## src/design/rotfill_defs.vh

```
// Opcode encodings, field positions, access bank constants, fill value and flag positions for the rotate and fill datapath
`ifndef ROTFILL_DEFS_VH
`define ROTFILL_DEFS_VH
`define OP_RLNC_HI 6'h11
`define OP_RRC_HI 6'h0c
`define OP_RRNC_HI 6'h10
`define OP_FILL_HI 7'h34
`define F_DEST 9
`define F_ACC 8
`define F_FILE_HI 7
`define ACCESS_SPLIT 8'h80
`define ACCESS_HI_BANK 4'hf
`define FILL_VALUE 8'hff
`define FLAG_C 0
`define FLAG_Z 2
`define FLAG_N 4
`define STATUS_RESET 5'h00
`endif

```

## src/design/rotfill_datapath.v

```verilog
// Rotate and fill datapath slice with four-phase instruction cycle
// Function
// RULE_01: Rotate left without carry: bit7 to bit0, update N and Z, one cycle.
// RULE_02: Rotate right through carry: C to bit7, bit0 to C, update C,N,Z.
// RULE_03: Rotate right without carry: bit0 to bit7, carry kept, update N,Z.
// RULE_04: Fill writes all ones to file register only; flags unchanged; one cycle.
// RULE_05: Destination bit 1 writes result back to the source file register.
// RULE_06: Destination bit 0 writes result to working register only.
// RULE_07: Access bit 0 selects fixed access bank, ignoring bank select register.
// RULE_08: Access bit 1 forms address from bank select register and file field.
// RULE_09: Phases: decode, read file register, compute, write destination.
`timescale 1ns/100ps
`default_nettype none
`include "rotfill_defs.vh"
module rotfill_datapath (
   input wire mclk,
   input wire reset_n,
   input wire instr_valid,
   input wire [15:0] instr_word,
   input wire [3:0] bank_select_register,
   input wire [7:0] mem_rd_data,
   output reg [11:0] mem_addr,
   output reg mem_rd_en,
   output reg mem_wr_en,
   output reg [7:0] mem_wr_data,
   output reg [7:0] working_register,
   output reg [4:0] status_flags,
   output reg busy,
   output reg illegal_op
);
   // ----------------------------------------
   // Phase encoding
   // ----------------------------------------
   localparam PH_IDLE = 5'h01;
   localparam PH_Q1 = 5'h02;
   localparam PH_Q2 = 5'h04;
   localparam PH_Q3 = 5'h08;
   localparam PH_Q4 = 5'h10;

   function [11:0] form_addr;
      input acc;
      input [3:0] bank;
      input [7:0] file;
      begin
         if (acc)
            form_addr = {bank, file}; // RULE_08
         else if (file < `ACCESS_SPLIT)
            form_addr = {4'h0, file}; // RULE_07
         else
            form_addr = {`ACCESS_HI_BANK, file}; // RULE_07
      end
   endfunction

   reg [4:0] phase_r;
   reg [15:0] instr_r;
   reg [1:0] op_r;
   reg [7:0] operand_r;
   reg [7:0] result_r;
   reg carry_r;
   wire [7:0] unit_result;
   wire unit_carry;
   wire is_fill = (instr_r[15:9] == `OP_FILL_HI);
   wire is_rlnc = (instr_r[15:10] == `OP_RLNC_HI);
   wire is_rrc = (instr_r[15:10] == `OP_RRC_HI);
   wire is_rrnc = (instr_r[15:10] == `OP_RRNC_HI);
   wire known = is_fill | is_rlnc | is_rrc | is_rrnc;
   wire [11:0] addr_nxt = form_addr(instr_r[`F_ACC], bank_select_register, instr_r[7:0]);
   wire to_file = is_fill | instr_r[`F_DEST]; // RULE_04

   rotfill_unit u_unit (
      .op_sel(op_r),
      .operand(operand_r),
      .carry_in(status_flags[`FLAG_C]),
      .result(unit_result),
      .carry_out(unit_carry)
   );

   // ----------------------------------------
   // Phase sequencer and datapath
   // ----------------------------------------
   always @(posedge mclk) begin
      if (!reset_n) begin
         phase_r <= PH_IDLE;
         instr_r <= 16'h0000;
         op_r <= 2'h0;
         operand_r <= 8'h00;
         result_r <= 8'h00;
         carry_r <= 1'b0;
         mem_addr <= 12'h000;
         mem_rd_en <= 1'b0;
         mem_wr_en <= 1'b0;
         mem_wr_data <= 8'h00;
         working_register <= 8'h00;
         status_flags <= `STATUS_RESET;
         busy <= 1'b0;
         illegal_op <= 1'b0;
      end else begin
         mem_rd_en <= 1'b0;
         mem_wr_en <= 1'b0;
         illegal_op <= 1'b0;
         case (phase_r)
            PH_IDLE: begin
               if (instr_valid) begin
                  instr_r <= instr_word;
                  busy <= 1'b1;
                  phase_r <= PH_Q1;
               end
            end
            PH_Q1: begin
               // Decode
               if (known) begin
                  op_r <= is_rlnc ? 2'h0 : is_rrc ? 2'h1 : is_rrnc ? 2'h2 : 2'h3; // RULE_09
                  mem_addr <= addr_nxt;
                  mem_rd_en <= 1'b1;
                  phase_r <= PH_Q2;
               end else begin
                  illegal_op <= 1'b1;
                  busy <= 1'b0;
                  phase_r <= PH_IDLE;
               end
            end
            PH_Q2: begin
               operand_r <= mem_rd_data; // RULE_09
               phase_r <= PH_Q3;
            end
            PH_Q3: begin
               result_r <= unit_result; // RULE_09
               carry_r <= unit_carry;
               phase_r <= PH_Q4;
            end
            PH_Q4: begin
               if (to_file) begin
                  mem_wr_en <= 1'b1; // RULE_05
                  mem_wr_data <= result_r;
               end else begin
                  working_register <= result_r; // RULE_06
               end
               if (!is_fill) begin
                  status_flags[`FLAG_N] <= result_r[7]; // RULE_01
                  status_flags[`FLAG_Z] <= (result_r == 8'h00); // RULE_03
                  if (is_rrc)
                     status_flags[`FLAG_C] <= carry_r; // RULE_02
               end
               busy <= 1'b0;
               phase_r <= PH_IDLE;
            end
            default: phase_r <= PH_IDLE;
         endcase
      end
   end
endmodule
`default_nettype wire

```

## src/design/rotfill_unit.v

```verilog
// Combinational rotate and fill result unit
`timescale 1ns/100ps
`default_nettype none
module rotfill_unit (
   input wire [1:0] op_sel,
   input wire [7:0] operand,
   input wire carry_in,
   output reg [7:0] result,
   output reg carry_out
);
   always @* begin
      carry_out = carry_in;
      case (op_sel)
         2'h0: result = {operand[6:0], operand[7]}; // RULE_01
         2'h1: begin
            result = {carry_in, operand[7:1]}; // RULE_02
            carry_out = operand[0]; // RULE_02
         end
         2'h2: result = {operand[0], operand[7:1]}; // RULE_03
         default: result = `FILL_VALUE; // RULE_04
      endcase
   end
endmodule
`default_nettype wire

```

## config.mk

```make
export PLATFORM = sky130hd
export DESIGN_NAME = rotfill_datapath
export DESIGN_NICKNAME = d
export VERILOG_FILES = /design/src/design/rotfill_datapath.v /design/src/design/rotfill_unit.v
export VERILOG_INCLUDE_DIRS = /design/src /design/src/design
export SDC_FILE = /design/constraint.sdc
export NUM_CORES = 1
export LEC_CHECK = 0
export BUFFER_PORTS_ARGS = -buffer_cell sky130_fd_sc_hd__clkbuf_2
export CAP_MARGIN = 20
export CELL_PAD_IN_SITES_DETAIL_PLACEMENT = 1
export CELL_PAD_IN_SITES_GLOBAL_PLACEMENT = 1
export CORE_AREA = 2 2 117 119
export CTS_CLUSTER_SIZE = 10
export DETAILED_ROUTE_END_ITERATION = 6
export DIE_AREA = 0 0 119 121
export GPL_TIMING_DRIVEN = 0
export PLACE_DENSITY = 0.52
export SETUP_SLACK_MARGIN = 0.3
export SLEW_MARGIN = 30
export SYNTH_ARGS = -nofsm -noshare
export SYNTH_HDL_FRONTEND = slang
export SYNTH_SLANG_ARGS = --single-unit
```

## constraint.sdc

```tcl
create_clock -name mclk -period 2.1 [get_ports mclk]
set_input_delay 0 -clock mclk [delete_from_list [all_inputs] [get_ports mclk]]
set_output_delay 0 -clock mclk [all_outputs]
set_load 0.02 [all_outputs]
```

# ---- Word-level counts from Yosys, hierarchy flattened
# Index checks and enable logic that the tools add are counted.
dict set report totals {
  reg_bits 75
  output_inout_bits 37
  elab_cells 63
}
dict set report op_classes {
  magnitude_cmp 1
  eq_ne 13
  n_mux 16
  bitwise 6
  n_reduce_logical 12
}
# cell n
set op_table {}
lappend op_table {{$mux W12} 2}
lappend op_table {{$pmux W8 S3} 1}
lappend op_table {{$pmux W5 S4} 1}
lappend op_table {{$reduce_and A2 Y1} 7}
lappend op_table {{$eq A6 B5 Y1 const B} 2}
lappend op_table {{$logic_not A8 Y1} 1}
lappend op_table {{$lt A8 B8 Y1 const B} 1}
lappend op_table {{$eq A7 B6 Y1 const B} 1}
lappend op_table {{$mux W1} 7}
lappend op_table {{$eq A6 B4 Y1 const B} 1}
lappend op_table {{$reduce_and A3 Y1} 2}
lappend op_table {{$eq A5 B1 Y1 const B} 1}
lappend op_table {{$eq A5 B2 Y1 const B} 1}
lappend op_table {{$eq A5 B3 Y1 const B} 1}
lappend op_table {{$eq A5 B4 Y1 const B} 1}
lappend op_table {{$eq A5 B5 Y1 const B} 1}
lappend op_table {{$mux W5} 1}
lappend op_table {{$mux W2} 2}
lappend op_table {{$ne A2 B2 Y1 const B} 2}
lappend op_table {{$or A1 B1 Y1} 4}
lappend op_table {{$mux W3} 1}
lappend op_table {{$pmux W1 S3} 1}
lappend op_table {{$reduce_bool A3 Y1} 1}
lappend op_table {{$eq A2 B1 Y1 const B} 1}
lappend op_table {{3 further kinds} 4}

# ---- Longest topological paths before layout
# Gate-level depths: netlist (run 1).
dict set report logic_depth {
  depth_word 6
  mapped_depth 7
  depth_no_buf 4
}

# ---- By module
# Synthesis (run 1) repeated with hierarchy kept, for this count alone.
dict set report unflattened {
  cells_unflattened 327
  hier_area_um2 3199.3
}
# module n_inst cells_per_inst area_each_um2
set by_module_without_submodules {}
lappend by_module_without_submodules {rotfill_datapath 1 298 2965.3}
lappend by_module_without_submodules {rotfill_unit 1 29 234.0}

# ---- Worst setup path before layout (run 1)
# OpenSTA, ideal clock, no wires.
dict set report synth_timing {
  path_type {register -> register}
  from {register phase_r[1]}
  to {register status_flags[0]}
  arrival_ns 1.606
  slack_ns 0.362
  path_stages_with_launch 7
  path_cell_list {dfxtp_1 -> buf_6 -> or4_4 -> or2_1 -> buf_2 -> o31ai_1 -> a21oi_1}
}
dict set report synth_between {
  elab_chain_len 2
}
# item line
set synth_rtl {}
lappend synth_rtl {{start: declaration} rotfill_datapath.v:54} ;# reg [4:0] phase_r;
lappend synth_rtl {{start signal: assignment} rotfill_datapath.v:83} ;# phase_r <= PH_IDLE;
lappend synth_rtl {{start signal: assignment} rotfill_datapath.v:106} ;# phase_r <= PH_Q1;
lappend synth_rtl {{start signal: assignment} rotfill_datapath.v:115} ;# phase_r <= PH_Q2;
lappend synth_rtl {{$eq A5 B5 Y1} rotfill_datapath.v:101} ;# case (phase_r)
lappend synth_rtl {{$reduce_and A3 Y1 (no line)} -}
lappend synth_rtl {{end signal: assignment} rotfill_datapath.v:94} ;# status_flags <= `STATUS_RESET;
lappend synth_rtl {{end signal: indexed assignment} rotfill_datapath.v:139} ;# status_flags[`FLAG_N] <= result_r[7];
lappend synth_rtl {{end signal: indexed assignment} rotfill_datapath.v:140} ;# status_flags[`FLAG_Z] <= (result_r == 8'h00);
lappend synth_rtl {{end: declaration} rotfill_datapath.v:27} ;# output reg [4:0] status_flags,
# Every way passes these cells.
# A chain may end at the register's enable or synchronous reset.

# ---- Worst setup path in the final report (run 1)
# Ends and elaborated chain as after synthesis.

==> results of run 1 <==
==> per-layer routing <==
metal / up-vias / track usage (%)
met1: 1409 / 17.6
met5: - / 0
li1: 1497 / -
met4: 0 / 5.13
met2: 51 / 22.1
met3: 14 / 3.29
==> cell usage after synthesis (2+ instances only) <==
cell type	number	share of area, %
a21o_1	3	0.72
dfxtp_1	75	48
nand2b_1	3	0.60
inv_1	2	0.24
xor2_1	2	0.56
nand3b_1	4	0.96
clkbuf_1	18	2.2
and3b_1	3	0.84
buf_2	5	0.80
o21ai_0	20	3.2
nand2_1	82	9.9
a21oi_1	45	7.2
o221ai_1	6	1.7
buf_4	3	0.72
nor4bb_1	2	0.64
nor2_1	23	2.8
o21ai_1	6	0.96
nand4_1	2	0.40
mux2_2	4	1.4
mux2i_1	23	7.4
nor4_1	2	0.40
nand3_1	11	1.8
or2_2	2	0.40
nor3_1	4	0.64
==> worst paths after layout <==
path / from / end
max: phase_r[1]$_SDFFE_PN0P_ / status_flags[0]$_SDFFE_PN0P_
min: bank_select_register[1] / mem_addr[9]$_SDFFE_PN0P_
max reg2reg: phase_r[1]$_SDFFE_PN0P_ / status_flags[0]$_SDFFE_PN0P_
min reg2reg: working_register[5]$_SDFFE_PN0P_ / working_register[5]$_SDFFE_PN0P_
==> logic make-up (layout without fill, tap and decap cells) <==
kind of cell	Yosys count	count (layout)	synth area share [%]
other	1	2	0.120
xor gates and xnor gates	3	3	0.844
DFF	75	75	48.2
muxes	27	27	8.84
AOI/OAI and AO/OA	87	87	16.2
buffers and inverters	30	147	4.42
and+or+nand+nor	145	145	21.3
==> timing repair <==
item | in CTS | in global routing
endpoints found under the hold margin | 26 | 0
cloned | 1 | 1
setup endpoints to repair | 39 | 47
buffers inserted | 5 | 4
hold buffers | 25 | 0
pin swaps | 7 | 8
gates resized for setup | 38 | 37
==> metrics by stage <==
stage | util [%] | setup slack (ns) | cell area, sq um | hold slack [ns] | power (mW)
floorplan | - | 0.362 | 3120 | 0.136 | 1.64
global placement | 28.0 | 0.137 | 3660 | 0.230 | 1.73
global route | 34.5 | 0.252 | 4510 | 0.0246 | 3.48
CTS | 33.4 | 0.290 | 4370 | 0.00316 | 3.38
finish | 34.5 | 0.311 | 4510 | 0.0108 | 3.35
detailed placement | 28.0 | 0.0909 | 3660 | 0.237 | 1.73
==> flip-flops by register name, summed over array words and instances (netlist names) <==
signal            count
working_register      8
instr_r              16
op_r                  2
carry_r               1
illegal_op            1
mem_wr_data           8
mem_rd_en             1
operand_r             8
status_flags          3
result_r              8
mem_addr             12
phase_r               5
busy                  1
mem_wr_en             1
==> worst max-delay path: stages (launching register included) <==
cell     delay, ns
dfxtp_2       0.32
buf_6         0.11
or4_4         0.52
or2_4         0.31
buf_8         0.14
o31ai_4       0.16
a21oi_1       0.08
==> layout make-up <==
cell class	count	area (sq um)
Timing Repair Buffer	101	683
Clock buffer	10	239
Fill cell	1567	8570
Tap cell	176	220
Buffer	28	170
Multi-Input combinational cell	264	1620
Clock inverter	6	65.1
Sequential cell	75	1510
Inverter	2	7.51
==> placed cells by master (no fill, tap or decap), drive strengths merged, types with 6 or more instances in the layout <==
cell type,Yosys,layout
a21oi,45,45
buf,10,22
clkbuf,18,92
mux2i,23,23
dfxtp,75,75
nand3,11,11
nor2,23,23
dlygate4sd3,0,25
o21ai,26,26
nand2,82,82
o221ai,6,6
==> power groups by stage <==
stage	sequential [mW]	combinational (mW)	clock, mW
6_report	1.49	0.279	1.59
5_1_grt	1.49	0.312	1.68
4_1_cts	1.48	0.267	1.62
3_5_place_dp	1.51	0.219	0
3_3_place_gp	1.51	0.215	0
2_1_floorplan	1.51	0.136	0
==> flow_summary.ini, run 1 <==
[route]
drt-total-wl_mm = 9.37
ant_nets = 0
via_per_inst = 4.49
drcViolationCount = 0
wl_met1_mm = 4.54
wl_met3_um = 349
vias = 2971
first_iter_violations = 83
wl_met2_mm = 4.33
drtPass1Iterations = 3
wl_per_cell_um = 14.2
top_layer_used = met4

[sta]
tightestPinTransition_ns = 0.650
skew_ns = 0.00591
fin_crit_ns = 1.79
finalHoldViolCount = 0
finalSetupTns_ns = 0
slew_violations = 0
relSlewSlack_pct = 56.6
setup_viol = 0
rsz0062_at_grt = true
period_share_pct = 85.2
max_freq_mhz = 559

[cts]
numCtsBuffers = 9
cts_root_buf = clkbuf_16
cts_max_path_buffers = 2
h-tree-depth = 3
clkSlewWorstSetupHoldPaths_ns = 0.06
insertion_delay_ns = 0.34
clock_sinks = 75
cts_tree = built

[placed_design]
gp_congestion = 0.679
dpl.hpwl_mm = 6.58
dp_cells = 610
io_buffers = 65

[floorplan]
initial_utilization_pct = 23.8
die_w_um = 119
dieArea_sq_mm = 0.0144
num_rows = 42
core_area_sq_mm = 0.0131
die_h_um = 121
pin_count = 68

[power]
power.leakage_nw = 1.84
power_frac_clock_pct = 47.3
combPwrFrac_pct = 8.3
switching_share_pct = 24.4
vdd_drop_max_v = 0.000289
seqPwrFrac_pct = 44.4
power_density_mw_per_mm2 = 743
intPower_mw = 2.53
p_sw_mw = 0.817

[final_layout]
final_nets = 512
fin_cells = 662
syn_to_final_growth_pct = 44.9
final_layout_size_suffix_gt1_share_pct = 30.9
diodes = 0

[global_routing]
antenna_found_initial = 0
grt_pass1_wl_mm = 15.5
grt_pass1_vias = 3117
grt-ovfl-total = 0
grt_use_total_pct = 13.6
grt_max_degree = 14

[setup_path]
worstSetupStartpointType = flip-flop
worstPathMaxFanout = 5
reg2reg_slack_ns = 0.31
path_class = reg2reg
crit_path_end_kind = flip-flop
required_ns = 2.30
critPathArrivalTime_ns = 1.99
r2r_cells = 6

[synth]
synth_cell_types = 42
yosysWarnings = 0
async_flop_share_pct = 0
postSynthCellCount = 368
yosys_register_bits = 75
synth_area_sq_mm = 0.00311
avgSynthCellArea_sq_um = 8.46
synthFlopType = dfxtp_1
synth_edf_count = 0
ys_seq_area_share_pct = 48.2

[outcome]
status = complete, no violations

[flow_run]
maxCapViolCount = 0

[min_path]
hold_path.class = in2reg
hold_depth = 5
Note: power is estimated with default switching activity, not from simulation.
==> inputs of run 2 (changes only) <==
==> constraint.sdc (replaced) <==
create_clock -name mclk -period 2.1 [get_ports mclk]
set_input_delay 0.42 -clock mclk [delete_from_list [all_inputs] [get_ports mclk]]
set_output_delay 0.42 -clock mclk [all_outputs]
set_load 0.02 [all_outputs]
==> flow_summary.ini, run 2 (synthesis results as in run 1) <==
[sta]
rsz0062_at_grt = true
slew_violations = 0
max_freq_mhz = 559
finalHoldViolCount = 0
period_share_pct = 85.2
worst_hold_slack_ns = 0.307
final.setup.worst_slack_ns = 0.311
finalSetupTns_ns = 0
setup_viol = 0
fin_crit_ns = 1.79
skew_ns = 0.00581
tightestPinTransition_ns = 0.642
relSlewSlack_pct = 57.2

[setup_path]
crit_path_cell_trace = buf_6 -> or4_4 -> or2_4 -> buf_8 -> o31ai_4 -> a21oi_1
path_class = reg2reg
slowest_stage = or4_4
critPathArrivalTime_ns = 1.99
worstSetupStartpointType = flip-flop
cp_num_buf_inv = 2
crit_family = simple AND/OR/NAND/NOR gates
crit_path_end_kind = flip-flop
slowest_delay_ns = 0.52
worstPathMaxFanout = 5
required_ns = 2.30

[final_layout]
top_regs = instr_r: 16 flops, mem_addr: 12 flops
fin_cells = 637
final_cell_mix = 76 x nand2_1, 71 x dfxtp_1, 69 x clkbuf_2
layout_commonest_cell = nand2_1
multiInputGateArea_sq_mm = 0.00162
diodes = 0
regArea_sq_mm = 0.00151
syn_to_final_growth_pct = 36.9
num-fill-cells = 1576
regMostFlops = instr_r
final_layout_size_suffix_gt1_share_pct = 32.5
fin_util_pct = 32.6
largest_reg_flops = 16
final_nets = 487

[global_routing]
grt-ovfl-total = 0
met1_usage_pct = 17.4
busiest_layer = met2
grt_pass1_vias = 2982
grt_max_degree = 14
grt_use_total_pct = 13.3
met3_usage_pct = 3.43
grt_pass1_wl_mm = 15.0
antenna_found_initial = 0
grt_util_met2_pct = 21.2

[power]
switching_share_pct = 24.5
power_density_mw_per_mm2 = 778
combPwrFrac_pct = 7.3
vdd_drop_max_v = 0.000289
intPower_mw = 2.50
p_sw_mw = 0.811
power.leakage_nw = 1.73
seqPwrFrac_pct = 44.8
power_frac_clock_pct = 47.9

[cts]
insertion_delay_ns = 0.34
cts_tree = built
clkSlewWorstSetupHoldPaths_ns = 0.06
numCtsBuffers = 9
cts_root_buf = clkbuf_16
h-tree-depth = 3
hold_buffers = 0
clock_sinks = 75
cts_max_path_buffers = 2

[placed_design]
io_buffers = 65
dp_cells = 610
place_ws_ns = 0.0909
dpl.hpwl_mm = 6.58
gp_congestion = 0.679

[route]
drt-total-wl_mm = 9.19
via_per_inst = 4.48
first_iter_violations = 79
drcViolationCount = 0
drtPass1Iterations = 3
vias = 2855
ant_nets = 0
wl_per_cell_um = 14.4

[floorplan]
core_area_sq_mm = 0.0131
num_rows = 42
die_w_um = 119
dieArea_sq_mm = 0.0144
pin_count = 68
die_h_um = 121
initial_utilization_pct = 23.8

[min_path]
hold_path.class = in2reg

[flow_run]
maxCapViolCount = 0

[outcome]
status = complete, no violations
-- run 2: worst reg2reg max path: cells and delay by family (launching register included) --
family	cells	cell delay, ns
AOI/OAI and AO/OA	2	0.24
buffers and inverters	2	0.26
DFF	1	0.32
and+or+nand+nor	2	0.83
-- run 2: power by group through the flow --
stage                     Clock (mW)  Sequential [mW]  Combinational (mW)
final                           1.59             1.49               0.242
after global routing            1.68             1.49               0.272
after CTS                       1.62             1.48               0.231
after detailed placement           0             1.51               0.219
after global placement             0             1.51               0.215
after floorplan                    0             1.51               0.136
-- run 2: area by class of cell --
class	instances	area share (%)
inverter	2	0.176
tap	176	5.17
multi-input combinational	264	38.0
buffer	28	3.99
sequential	75	35.4
timing repair buffer	76	10.2
clock inverter	6	1.53
clock buffer	10	5.61
-- run 2: stage by stage --
stage | cell area [sq um] | total power [mW]
finish | 4260 | 3.31
detailed placement | 3660 | 1.73
global route | 4260 | 3.45
CTS | 4120 | 3.34
floorplan | 3120 | 1.64
global placement | 3660 | 1.73
-- run 2: worst paths after layout --
path,from,endpoint,slack [ns],cells past startpoint
hold / removal,instr_word[7],instr_r[7]$_SDFFE_PN0P_,0.31,3
hold reg to reg,working_register[5]$_SDFFE_PN0P_,working_register[5]$_SDFFE_PN0P_,0.46,2
setup reg to reg,phase_r[1]$_SDFFE_PN0P_,status_flags[0]$_SDFFE_PN0P_,0.31,6
setup / recovery,phase_r[1]$_SDFFE_PN0P_,status_flags[0]$_SDFFE_PN0P_,0.31,6
-- run 2: repair_timing --
item                                    CTS  global route
buffers inserted                          5             4
endpoints found under the setup margin   39            47
pin swaps                                 7             8
gates cloned                              1             1
resized for setup                        38            37
-- run 2: per-layer routing --
layer	vias to the layer above	share of wire [%]
met5	-	0
met4	0	1.6
met3	14	4.1
met2	51	45
met1	1345	49
li1	1445	-
